===== src/inc/rds_map.svh =====
// constants for the radio data status and control block
`ifndef RDS_MAP_SVH
`define RDS_MAP_SVH

// buffer sizes
`define RAM_DEPTH      5'd24
`define FIFO_DEPTH     4
`define BP_DEPTH       2'd2

// reset values of the control settings
`define LOSS_CRIT_RST  4'h2
`define ACQ_SEL_RST    1'b0
`define UNSYNC_WR_RST  1'b0
`define CORR_SET_RST   5'h12

// field positions inside the control words
`define LOSS_SEL_BIT   3
`define DEC_LSB        3

// uncorrectable status code and correction limits
`define CORR_UNFIX     3'h6
`define CORR_ILLEGAL   3'h2
`define SOFT_A_MAX     3'h1

// fill level tiers and next block threshold, counted in blocks
`define FILL_TIER1     5'd8
`define FILL_TIER2     5'd16
`define NEXT_AVAIL_MIN 5'd2

// output block framing: once only the last bit is unread the block is taken
`define CONSUME_SHIFTS 6'd30

`endif


===== src/inc/rds_pkg.sv =====
// types shared by the radio data status and control block
package rds_pkg;

    // one decoded block as offered by the demodulator and syndrome stage
    typedef struct packed {
        logic [15:0] raw_word;
        logic [15:0] hard_word;
        logic [2:0]  hard_errs;
        logic [15:0] soft_word;
        logic [2:0]  soft_errs;
        logic        offset_found;
        logic [2:0]  offset_kind;
        logic        traffic;
    } rx_block_t;

    // one stored buffer entry
    typedef struct packed {
        logic [15:0] radio_data_word;
        logic        offset_found_flag;
        logic [2:0]  offset_kind_code;
        logic        traffic_subcarrier_flag;
        logic        block_synced_flag;
        logic [2:0]  corrected_bit_count;
    } ram_entry_t;

    // the 32-bit output block, first field leaves first
    typedef struct packed {
        logic [15:0] radio_data_word;
        logic        offset_found_flag;
        logic [2:0]  offset_kind_code;
        logic        next_block_avail_flag;
        logic [1:0]  fill_level_code;
        logic        traffic_subcarrier_flag;
        logic        block_synced_flag;
        logic [2:0]  corrected_bit_count;
        logic [3:0]  spare;
    } out_block_t;

    // decision mode, field order {bit4, bit3}
    typedef enum logic [1:0] {
        DEC_HARD   = 2'b00,
        DEC_SOFT_A = 2'b01,
        DEC_SOFT_B = 2'b10,
        DEC_BAD    = 2'b11
    } decision_t;

    typedef enum logic {
        ST_UNSYNC = 1'b0,
        ST_LOCKED = 1'b1
    } sync_state_t;

endpackage


===== src/logic/block_fifo.sv =====
// small block staging fifo with valid and ready on both sides
`timescale 1ns/1ps
`default_nettype none
module block_fifo #(
    parameter int W = 8,
    parameter int D = 4
) (
    // clock and reset
    input  wire logic         clock,
    input  wire logic         nrst,
    input  wire logic         flush,
    // filling side
    input  wire logic         in_valid,
    output var  logic         in_ready_r,
    input  wire logic [W-1:0] in_data,
    // draining side
    output logic              out_valid,
    input  wire logic         out_ready,
    output logic [W-1:0]      out_data
);
    localparam int AW = (D > 1) ? $clog2(D) : 1;

    logic [W-1:0]  mem [D];
    logic [AW-1:0] wp_r;
    logic [AW-1:0] rp_r;
    logic [AW:0]   cnt_r;
    logic [AW:0]   cnt_nxt;
    logic          push;
    logic          pop;

    assign push      = in_valid & in_ready_r;
    assign pop       = out_valid & out_ready;
    assign out_valid = (cnt_r != '0);
    assign out_data  = mem[rp_r];

    // occupancy, ready is registered so the source sees a clean level
    always_comb begin
        cnt_nxt = cnt_r + {{AW{1'b0}}, push} - {{AW{1'b0}}, pop};
    end

    always_ff @(posedge clock) begin
        if (!nrst || flush) begin
            cnt_r      <= '0;
            wp_r       <= '0;
            rp_r       <= '0;
            in_ready_r <= 1'b0;
        end else begin
            cnt_r      <= cnt_nxt;
            in_ready_r <= (cnt_nxt < (AW+1)'(D));
            if (push) begin
                wp_r <= (wp_r == AW'(D-1)) ? '0 : wp_r + 1'b1;
            end
            if (pop) begin
                rp_r <= (rp_r == AW'(D-1)) ? '0 : rp_r + 1'b1;
            end
        end
    end

    // storage needs no reset, only occupied slots are ever read
    always_ff @(posedge clock) begin
        if (push) begin
            mem[wp_r] <= in_data;
        end
    end

endmodule
`default_nettype wire


===== src/logic/blk_corrector.sv =====
// picks the corrected word and its error status for one block
`timescale 1ns/1ps
`default_nettype none
module blk_corrector
    import rds_pkg::*;
(
    // decoded block and correction setting
    input  wire rds_pkg::rx_block_t blk,
    input  wire logic [4:0]         corr_set,
    // chosen result
    output logic [15:0]             fix_word,
    output logic [2:0]              fix_cnt
);
    `include "rds_map.svh"

    logic [2:0] limit;
    decision_t  mode;
    logic       use_soft;
    logic [2:0] errs;

    // correction limit, illegal settings fall back to the reset strength
    always_comb begin
        unique case ({corr_set[2], corr_set[1], corr_set[0]})
            3'h0:    limit = 3'h0;
            3'h1:    limit = 3'h1;
            3'h2:    limit = 3'h2;
            3'h3:    limit = 3'h3;
            3'h4:    limit = 3'h4;
            3'h5:    limit = 3'h5;
            default: limit = `CORR_ILLEGAL;
        endcase
    end

    // soft A only trusts single bit soft fixes, otherwise it takes the hard result and its count
    always_comb begin
        mode     = decision_t'(corr_set[`DEC_LSB+1:`DEC_LSB]);
        use_soft = (mode == DEC_SOFT_B) ||
                   ((mode == DEC_SOFT_A) && (blk.soft_errs <= `SOFT_A_MAX));
        errs     = use_soft ? blk.soft_errs : blk.hard_errs;
    end

    // over the limit: report uncorrectable and pass the raw bits through
    always_comb begin
        if (errs > limit) begin
            fix_cnt  = `CORR_UNFIX;
            fix_word = blk.raw_word;
        end else begin
            fix_cnt  = errs;
            fix_word = use_soft ? blk.soft_word : blk.hard_word;
        end
    end

endmodule
`default_nettype wire


===== src/logic/rds_status_ctl.sv =====
// block sync, buffer writes and per-block status of the radio data decoder
`timescale 1ns/1ps
`default_nettype none
module rds_status_ctl
    import rds_pkg::*;
(
    // clock and reset
    input  wire logic               clock,
    input  wire logic               nrst,
    // decoded blocks from the demodulator
    input  wire logic               blk_valid,
    output var  logic               in_ready_r,
    input  wire rds_pkg::rx_block_t blk_data,
    // control settings
    input  wire logic [3:0]         loss_criteria,
    input  wire logic               acquire_rule_select,
    input  wire logic               sync_reset_ctl,
    input  wire logic               sync_reset_pin,
    input  wire logic               unsynced_write_ctl,
    input  wire logic [4:0]         correction_setting,
    // host read side
    input  wire logic               rd_start,
    input  wire logic               rd_shift,
    input  wire logic               rd_end,
    output var  rds_pkg::out_block_t out_block_r,
    output var  logic               out_bit_r,
    // present lock state
    output var  logic               sync_lock_r
);
    `include "rds_map.svh"

    ////////////////////////////////////////////////////////////////////
    // settings, registered so their reset values hold during reset
    logic [3:0]  loss_r;
    logic        acq_sel_r;
    logic        owe_r;
    logic [4:0]  corr_set_r;
    logic        sres_r;

    always_ff @(posedge clock) begin
        if (!nrst) begin
            loss_r     <= `LOSS_CRIT_RST;
            acq_sel_r  <= `ACQ_SEL_RST;
            owe_r      <= `UNSYNC_WR_RST;
            corr_set_r <= `CORR_SET_RST;
            sres_r     <= 1'b0;
        end else begin
            loss_r     <= loss_criteria;
            acq_sel_r  <= acquire_rule_select;
            owe_r      <= unsynced_write_ctl;
            corr_set_r <= correction_setting;
            sres_r     <= sync_reset_ctl | sync_reset_pin;
        end
    end

    ////////////////////////////////////////////////////////////////////
    // staging fifo and correction choice
    logic       f_valid;
    logic       f_ready;
    rx_block_t  f_data;
    logic [15:0] fix_word;
    logic [2:0] fix_cnt;
    logic [1:0] pend_cnt_r;

    // stalls while a commit burst drains, so the source feels back-pressure
    assign f_ready = (pend_cnt_r == 2'd0) && !sres_r;

    block_fifo #(
        .W ($bits(rx_block_t)),
        .D (`FIFO_DEPTH)
    ) u_fifo (
        .clock      (clock),
        .nrst       (nrst),
        .flush      (sres_r),
        .in_valid   (blk_valid),
        .in_ready_r (in_ready_r),
        .in_data    (blk_data),
        .out_valid  (f_valid),
        .out_ready  (f_ready),
        .out_data   (f_data)
    );

    blk_corrector u_corr (
        .blk      (f_data),
        .corr_set (corr_set_r),
        .fix_word (fix_word),
        .fix_cnt  (fix_cnt)
    );

    ////////////////////////////////////////////////////////////////////
    // block synchronisation
    sync_state_t st_r;
    logic        h1_r;
    logic        h2_r;
    logic [4:0]  bad_cnt_r;
    logic [4:0]  loss_n;
    logic        accept;
    logic        hit;
    logic        bad;
    logic        acquire;
    logic        lose;
    logic        store_now;

    assign accept    = f_valid & f_ready;
    assign hit       = f_data.offset_found;
    assign bad       = loss_r[`LOSS_SEL_BIT] ? (fix_cnt == `CORR_UNFIX) : !hit;
    assign acquire   = (st_r == ST_UNSYNC) && hit && (h1_r || (!acq_sel_r && h2_r));
    assign lose      = (st_r == ST_LOCKED) && bad && ((bad_cnt_r + 5'd1) >= loss_n);
    assign store_now = (st_r == ST_LOCKED) || acquire || owe_r;

    // loss count field, index is {bit2, bit1, bit0}
    always_comb begin
        unique case ({loss_r[2], loss_r[1], loss_r[0]})
            3'h0: loss_n = 5'd3;
            3'h1: loss_n = 5'd4;
            3'h2: loss_n = 5'd5;
            3'h3: loss_n = 5'd6;
            3'h4: loss_n = 5'd8;
            3'h5: loss_n = 5'd10;
            3'h6: loss_n = 5'd12;
            3'h7: loss_n = 5'd16;
        endcase
    end

    // state moves once per accepted block; sync reset pins it unsynced
    always_ff @(posedge clock) begin
        if (!nrst || sres_r) begin
            st_r      <= ST_UNSYNC;
            h1_r      <= 1'b0;
            h2_r      <= 1'b0;
            bad_cnt_r <= 5'd0;
        end else if (accept) begin
            if (st_r == ST_LOCKED) begin
                if (lose) begin
                    st_r      <= ST_UNSYNC;
                    bad_cnt_r <= 5'd0;
                end else begin
                    bad_cnt_r <= bad ? bad_cnt_r + 5'd1 : 5'd0;
                end
                h1_r <= 1'b0;
                h2_r <= 1'b0;
            end else if (acquire) begin
                st_r <= ST_LOCKED;
                h1_r <= 1'b0;
                h2_r <= 1'b0;
            end else begin
                h2_r <= h1_r;
                h1_r <= hit;
            end
        end
    end

    // the pin shows the present state, not that of the block being read
    always_ff @(posedge clock) begin
        if (!nrst) begin
            sync_lock_r <= 1'b0;
        end else begin
            sync_lock_r <= (st_r == ST_LOCKED);
        end
    end

    ////////////////////////////////////////////////////////////////////
    // backward protection and commit queue
    ram_entry_t cur;
    ram_entry_t bp_r [2];
    logic [1:0] bp_cnt_r;
    ram_entry_t pend_r [3];
    logic [4:0] ram_cnt_r;
    logic       wr;

    always_comb begin
        cur.radio_data_word         = fix_word;
        cur.offset_found_flag       = hit;
        cur.offset_kind_code        = f_data.offset_kind;
        cur.traffic_subcarrier_flag = f_data.traffic;
        cur.block_synced_flag       = (st_r == ST_LOCKED);
        cur.corrected_bit_count     = fix_cnt;
    end

    // the last two unstored unsynced blocks are kept so acquisition can commit them too
    always_ff @(posedge clock) begin
        if (!nrst || sres_r) begin
            bp_cnt_r <= 2'd0;
        end else if (accept && !store_now) begin
            if (bp_cnt_r < `BP_DEPTH) begin
                bp_r[bp_cnt_r[0]] <= cur;
                bp_cnt_r          <= bp_cnt_r + 2'd1;
            end else begin
                bp_r[0] <= bp_r[1];
                bp_r[1] <= cur;
            end
        end else if (accept) begin
            bp_cnt_r <= 2'd0;
        end
    end

    assign wr = (pend_cnt_r != 2'd0) && (ram_cnt_r < `RAM_DEPTH);

    // protection blocks go ahead of the acquiring block, oldest first
    always_ff @(posedge clock) begin
        if (!nrst || sres_r) begin
            pend_cnt_r <= 2'd0;
        end else if (accept && store_now) begin
            pend_cnt_r <= bp_cnt_r + 2'd1;
            unique case (bp_cnt_r)
                2'd0: pend_r[0] <= cur;
                2'd1: begin
                    pend_r[0] <= bp_r[0];
                    pend_r[1] <= cur;
                end
                default: begin
                    pend_r[0] <= bp_r[0];
                    pend_r[1] <= bp_r[1];
                    pend_r[2] <= cur;
                end
            endcase
        end else if (wr) begin
            pend_r[0]  <= pend_r[1];
            pend_r[1]  <= pend_r[2];
            pend_cnt_r <= pend_cnt_r - 2'd1;
        end
    end

    ////////////////////////////////////////////////////////////////////
    // block buffer, read in arrival order
    ram_entry_t ram [24];
    logic [4:0] wp_r;
    logic [4:0] rp_r;
    logic       have_blk_r;
    logic [5:0] bit_cnt_r;
    logic       consume;
    out_block_t head;
    logic [31:0] sh_r;

    // a read cut with one bit left cannot be repeated, so it consumes too
    assign consume = rd_end && have_blk_r && (bit_cnt_r >= `CONSUME_SHIFTS);

    always_ff @(posedge clock) begin
        if (wr) begin
            ram[wp_r] <= pend_r[0];
        end
    end

    // stale blocks vanish on sync reset, so a new channel starts clean
    always_ff @(posedge clock) begin
        if (!nrst || sres_r) begin
            wp_r      <= 5'd0;
            rp_r      <= 5'd0;
            ram_cnt_r <= 5'd0;
        end else begin
            if (wr) begin
                wp_r <= (wp_r == `RAM_DEPTH - 5'd1) ? 5'd0 : wp_r + 5'd1;
            end
            if (consume) begin
                rp_r <= (rp_r == `RAM_DEPTH - 5'd1) ? 5'd0 : rp_r + 5'd1;
            end
            ram_cnt_r <= ram_cnt_r + {4'd0, wr} - {4'd0, consume};
        end
    end

    // head block with the fill status it carries when read
    always_comb begin
        head.radio_data_word         = ram[rp_r].radio_data_word;
        head.offset_found_flag       = ram[rp_r].offset_found_flag;
        head.offset_kind_code        = ram[rp_r].offset_kind_code;
        head.next_block_avail_flag   = (ram_cnt_r >= `NEXT_AVAIL_MIN);
        head.fill_level_code         = (ram_cnt_r >= `RAM_DEPTH)  ? 2'b11 :
                                       (ram_cnt_r >= `FILL_TIER2) ? 2'b10 :
                                       (ram_cnt_r >= `FILL_TIER1) ? 2'b01 : 2'b00;
        head.traffic_subcarrier_flag = ram[rp_r].traffic_subcarrier_flag;
        head.block_synced_flag       = ram[rp_r].block_synced_flag;
        head.corrected_bit_count     = ram[rp_r].corrected_bit_count;
        head.spare                   = 4'h0;
    end

    // serial read: latch on start, one bit per shift, consume on a full read
    always_ff @(posedge clock) begin
        if (!nrst || sres_r) begin
            out_block_r <= '0;
            out_bit_r   <= 1'b0;
            sh_r        <= 32'h0000_0000;
            bit_cnt_r   <= 6'd0;
            have_blk_r  <= 1'b0;
        end else if (rd_start) begin
            out_block_r <= (ram_cnt_r != 5'd0) ? head : '0;
            sh_r        <= (ram_cnt_r != 5'd0) ? head : 32'h0000_0000;
            out_bit_r   <= (ram_cnt_r != 5'd0) ? head[31] : 1'b0;
            have_blk_r  <= (ram_cnt_r != 5'd0);
            bit_cnt_r   <= 6'd0;
        end else if (rd_shift) begin
            sh_r      <= {sh_r[30:0], 1'b0};
            out_bit_r <= sh_r[30];
            if (bit_cnt_r != 6'h3F) begin
                bit_cnt_r <= bit_cnt_r + 6'd1;
            end
        end else if (rd_end) begin
            have_blk_r <= 1'b0;
        end
    end
endmodule
`default_nettype wire


===== config.mk =====
export PLATFORM = sky130hd
export DESIGN_NAME = rds_status_ctl
export DESIGN_NICKNAME = d
export VERILOG_FILES = /design/src/inc/rds_pkg.sv /design/src/logic/block_fifo.sv /design/src/logic/blk_corrector.sv /design/src/logic/rds_status_ctl.sv
export VERILOG_INCLUDE_DIRS = /design/src /design/src/inc
export SDC_FILE = /design/constraint.sdc
export NUM_CORES = 1
export LEC_CHECK = 0
export BUFFER_PORTS_ARGS = -buffer_cell sky130_fd_sc_hd__clkbuf_2
export CAP_MARGIN = 5
export CORE_MARGIN = 1.5
export CORE_UTILIZATION = 55
export CTS_BUF_LIST = sky130_fd_sc_hd__clkbuf_4
export DETAILED_ROUTE_END_ITERATION = 8
export PLACE_DENSITY = 0.72
export SLEW_MARGIN = 5
export SYNTH_ARGS = -nofsm -noshare
export SYNTH_HDL_FRONTEND = slang
export SYNTH_HIERARCHICAL = 1
export SYNTH_SLANG_ARGS = --single-unit

===== constraint.sdc =====
create_clock -name clock -period 5.16 [get_ports clock]
set_input_delay 0.774 -clock clock [delete_from_list [all_inputs] [get_ports clock]]
set_output_delay 0.774 -clock clock [all_outputs]
set_load 0.05 [all_outputs]

; ---- After elaboration in Yosys (flattened, before gate mapping)
; Memories as Yosys holds them, arrays and structs flattened. A register that Yosys moved wholly into a read port is not among the register bits.
; Cells that the tools add are included.
; W data, S select, Z words.
[totals]
reg_bits = 119
ram_bits = 961
mem_bits_ro = 40
input_bits = 78
out_inout_bits = 35
word_cells = 199
n_memories = 5
[mem_list]
columns = name, depth, width, rd, rd_clocked_by_memory_dff, write_ports, line
row1 = ram, 24, 25, 1, 1, 1, rds_status_ctl.sv:226  ; ram_entry_t ram [24];
row2 = u_fifo.mem, 4, 59, 1, 1, 1, block_fifo.sv:23  ; logic [W-1:0] mem [D];
row3 = pend_r, 3, 25, 3, 0, 3, rds_status_ctl.sv:167  ; ram_entry_t pend_r [3];
row4 = bp_r, 2, 25, 2, 0, 2, rds_status_ctl.sv:165  ; ram_entry_t bp_r [2];
row5 = (name not given), 8, 5, 1, 1, 0, rds_status_ctl.sv:113  ; unique case ({loss_r[2], loss_r[1], loss_r[0]})
[op_classes]
n_addsub = 12
order_cmp = 11
eq_ne = 15
mux = 76
bitwise = 9
n_reduce_logical = 39
[ops]
columns = op, count
row1 = $mux W25, 6
row2 = $mux W31, 2
row3 = $mux W1, 44
row4 = $mux W16, 2
row5 = $mux W32, 1
row6 = $mux W5, 6
row7 = $reduce_or A25 Y1, 1
row8 = $mux W2, 11
row9 = $add A5 B1 Y5 const B, 3
row10 = $pmux W3 S5, 1
row11 = $logic_and A1 B1 Y1, 12
row12 = $eq A5 B5 Y1 const B, 2
row13 = $ge A5 B5 Y1 const B, 2
row14 = $reduce_bool A2 Y1, 5
row15 = $eq A3 B3 Y1 const B, 3
row16 = $mux W3, 3
row17 = $reduce_and A2 Y1, 4
row18 = $add A2 B1 Y2 const B, 3
row19 = $add A6 B1 Y6 const B, 1
row20 = $eq A2 B2 Y1 const B, 3
row21 = $ge A6 B5 Y1 const B, 1
row22 = $ne A6 B6 Y1 const B, 1
row23 = $or A1 B1 Y1, 6
row24 = $add A5 B1 Y5, 1
row25 = 26 further kinds, 38

; ---- Depth between registers and ports, before layout
[logic_depth]
word_depth = 13
ltp_mapped = 19
ltp_nobuf = 14

; ---- Hierarchy
; The synthesis kept the hierarchy.
[by_module_without_submodules]
columns = mod, instances, cells_each, area_per_inst_um2, seq_area_each_um2
row1 = rds_status_ctl, 1, 1985, 32940.3, 23973.0
row2 = block_fifo, 1, 357, 9043.7, 7287.0
row3 = blk_corrector, 1, 59, 633.1, 0.0

; ---- Worst setup path before layout
; No wires, ideal clock.
[synth_timing]
path_type = register to register
start = register (tool-made name)
end = register bad_cnt_r[0]
arrival_time_ps = 4209
t_required_ps = 5039
setup_slack_ps = 830
stages_incl_launch_ff = 19
path_buffers = 5
path_cell_list = dfxtp_1 > buf_6 > buf_4 > mux4_2 > or3_4 > o21a_1 > buf_6 > buf_12 > mux2i_1 > ha_1 > nor2b_1 > o21a_1 > o21ai_2 > buf_2 > nor2b_1 > and4b_1 > o2111ai_1 > a211oi_1 > mux2_2
[synth_rtl]
columns = item, line
row1 = end signal: assignment, rds_status_ctl.sv:138  ; bad_cnt_r <= bad ? bad_cnt_r + 5'd1 : 5'd0;
row2 = end: declaration, rds_status_ctl.sv:95  ; logic [4:0] bad_cnt_r;

==> results by group <==
Setup path
  • WS Path Type: reg2reg
  • Nature of the critical path endpoint: register
  • Critical path launch point type: register
  • Crit path capture: pend_r[0][14]$_DFFE_PP_
  • Worst r2r dst: pend_r[0][14]$_DFFE_PP_
  • WP data required: 5950 ps
  • R2R depth: 12
  • R2r setup slk: 1200 ps
  • Crit-path max FO: 18
  • CP arrival: 4750 ps

Synthesis
  • Synth area leaders: edfxtp_1 68%, mux4_2 5.8%, dfxtp_1 5.6%
  • Post-synth top area cell: edfxtp_1
  • Number of synthesized flops with an enable pin: 961
  • Seq/Total Area, Yosys: between 70% and 80%
  • Ys async rst share: 0%
  • Yosys Warn Count: 6
  • Flops & latches, synth: 1081
  • Post-Syn Area: 42600 µm²
  • Post-Syn Area per Cell: 17.7 µm²
  • Synth Instances: 2401
  • Ys flop type: edfxtp_1
  • Top cell type's share of synthesized area: slightly below 70%
  • Count of cell types in the netlist: 69

Route
  • Remaining DRCs: 0
  • Vias per cell: 5.90
  • Total Wirelength: 94.9 mm
  • Via Count: 23700
  • Drt pass-1 iters: 5
  • Post-DRT Antenna Nets: 0
  • Drt initial violations: 2097
  • WL/cell: ~24 µm

GRT
  • Overflow after GRT: 0
  • Vias in the first global route: 24800
  • Overall Global Routing Usage: between 20% and 30%
  • First-pass GRT wire length: 143 mm
  • Initial antenna violation count: 4
  • Largest net degree at the start of global routing: 75

Timing
  • Finish-stage setup viols: 0
  • Endpoints failing hold: 0
  • Worst hold margin: 101 ps
  • Max_slew headroom: 30.3%
  • Fmax: 253 MHz
  • RSZ-0062 raised after global routing: false
  • Clk_skew: 149 ps
  • Tightest Pin Transition: 1040 ps
  • Final setup margin: about 1200 ps
  • Crit share post-route: 76.7%
  • Sum Neg Setup Slack: 0 ps
  • Max Slew Vio Count: 0
  • Fin crit period: 3960 ps

Power
  • Pleak: 16.0 nW
  • Switching Fraction: 23.6%
  • Power Internal: 14.9 mW
  • Combinational share of power: 9.9%
  • Clock power share: 36.8%
  • Net switching power: roughly 4.6 mW
  • Share of power burned in registers: between 50 and 60%
  • Maximum VDD drop: 0.000271 V
  • Pwr/cell area: roughly 400 nW/µm²

Cells and area
  • FILL cells: 5418
  • Area growth syn-to-layout: 14.1%
  • Share of cells above drive strength 1: 28.5%
  • Finished layout cell area: 48600 µm²
  • Post-layout net count: 2923
  • Final Util: 63.7%

Clock tree
  • Clk_lat worst skew: 1130 ps
  • # Post-CTS Setup Buffers: 0
  • # H-tree levels: 5
  • Bufs on Longest Clock Path: 4
  • Clock Sinks: 1081
  • TritonCTS clock tree: built
  • CTS Buf Count: between 200 and 300
  • Clock root cell: clkbuf_4
  • Clk slew on worst S/H paths: 60 ps

Floorplanning
  • Core Footprint: 76300 µm²
  • Die area: 79200 µm²
  • Initial core utilization: a little under three fifths
  • # rows: 101
  • I/O pin total: 113
  • Chip Width: 281 µm
  • Chip Height: between 200 and 300 µm

Run
  • Maxcap violations: 0

Min path
  • Hold Path Class: in2reg
  • Hold_sp: rd_end

Placement
  • GP Congestion: 0.812
  • I/O Buffers: 108
  • Pre-CTS setup slack: around 1200 ps
  • DP Area: 44400 µm²
  • DPL Wire Length: 53.4 mm

Outcome
  • Status: finished, final reports clean
[how the worst min path moves through the flow]
stage / to / cells past startpoint
4_1_cts: have_blk_r$_SDFFE_PN0P_ / 4
3_3_place_gp: h2_r$_SDFFE_PN0P_ / 2
2_1_floorplan: bp_r[1][3]$_DFFE_PP_ / 0
5_1_grt: have_blk_r$_SDFFE_PN0P_ / 4
6_report: have_blk_r$_SDFFE_PN0P_ / 4
3_5_place_dp: h2_r$_SDFFE_PN0P_ / 2
[per-stage QoR]
step	std cells	power, mW
floorplan	2404	11.8
global placement	3465	12.3
detailed placement	3465	12.4
CTS	4012	19.6
global route	4016	20.3
finish	4018	19.4
[power groups by stage]
| stage | logic, mW | clock network [mW] | registers [mW] |
|---|---|---|---|
| 3_5_place_dp | 1.88 | 0 | 10.5 |
| 6_report | 1.93 | 7.16 | 10.3 |
| 3_3_place_gp | 1.80 | 0 | 10.5 |
| 4_1_cts | 1.94 | 7.32 | 10.3 |
| 5_1_grt | 2.10 | 7.79 | 10.4 |
| 2_1_floorplan | 1.40 | 0 | 10.4 |
[layer usage]
| layer | track usage [%] | share of wire, % | up-vias | wire length [µm] |
|---|---|---|---|---|
| li1 | - | - | 10600 | - |
| met1 | 31.2 | 39 | 12000 | 37300 |
| met2 | 40.5 | 50 | 975 | 47400 |
| met3 | 6.24 | 8.1 | 162 | 7710 |
| met4 | 9.61 | 2.7 | 0 | 2600 |
| met5 | 0 | 0 | - | 0 |
[repair_timing]
item | CTS | global route
hold buffers | 75 | 0
endpoints found under the hold margin | 252 | 0
resized for setup | 0 | 0
[Yosys cell counts (27+ instances only)]
cell and n:
nand2_1 83, nor2_1 61, clkbuf_1 74, edfxtp_1 961, buf_4 29, a22oi_1 76, a31oi_1 27, o21a_1 52
inv_1 34, nor2b_1 36, mux2i_1 204, mux2_2 41, a221o_1 49, a21oi_1 84, dfxtp_1 120, nor3b_1 50
ha_1 40, mux4_2 110, nand3_1 58
[kinds of logic after synthesis]
kind of cell,count (synthesis),share of synthesized area (%)
flops,1081,73.4
mux,373,12.3
compound gates,361,6.29
simple gates,356,4.44
buf+inv,176,2.06
fa+ha+maj,42,1.27
xor+xnor,11,0.261
other cells,1,0.00880
[critical path, cell delays in order, from the launching register on]
cell	delay, ps
dfxtp_4	570
mux4_2	560
or3_4	400
o21a_1	210
mux2i_1	200
ha_1	180
nor2b_1	40
o21a_1	170
o21ai_2	160
buf_4	330
mux2_2	410
nor3b_1	150
a221o_1	290
[sequential cells by signal, indices dropped and copies added (netlist names), 6 cells and up, named ones only]
signal       cells
pend_r          75
bp_r            50
sh_r            27
bit_cnt_r        6
out_block_r     28
u_fifo/mem     236
ram            600
[layout by cell type (no fill, tap or decap), drive strengths merged, types with 5 or more instances in the layout]
cell type | netlist | final
nor3b | 50 | 50
mux2i | 204 | 204
nand2 | 83 | 83
nor2b | 36 | 36
dfxtp | 120 | 120
diode | 0 | 5
nand2b | 10 | 10
o21a | 52 | 52
a221o | 49 | 49
xnor2 | 6 | 6
and2 | 12 | 12
clkbuf | 74 | 520
and3 | 7 | 7
inv | 34 | 37
bufinv | 0 | 5
o221a | 24 | 24
nand4 | 5 | 5
a21oi | 84 | 84
o21ai | 20 | 20
nor3 | 9 | 9
nand3 | 59 | 59
mux4 | 110 | 110
dlygate4sd3 | 0 | 75
buf | 67 | 65
clkinv | 1 | 53
a31oi | 27 | 27
a22oi | 76 | 76
nor2 | 62 | 62
edfxtp | 961 | 961
nand3b | 8 | 8
ha | 40 | 40
mux2 | 59 | 59
[area by class of cell]
class / instances / area, µm² / area share, %
antenna: 5 / 12.5 / 0.0257
clock buffer: 412 / 3090 / 6.36
clock inverter: 60 / 365 / 0.751
inverter: 35 / 131 / 0.270
multi-input combinational: 1147 / 10600 / 21.9
sequential: 1081 / 31300 / 64.3
tap: 1030 / 1290 / 2.65
timing repair buffer: 248 / 1840 / 3.78
Power figures use the tool's default switching activity.
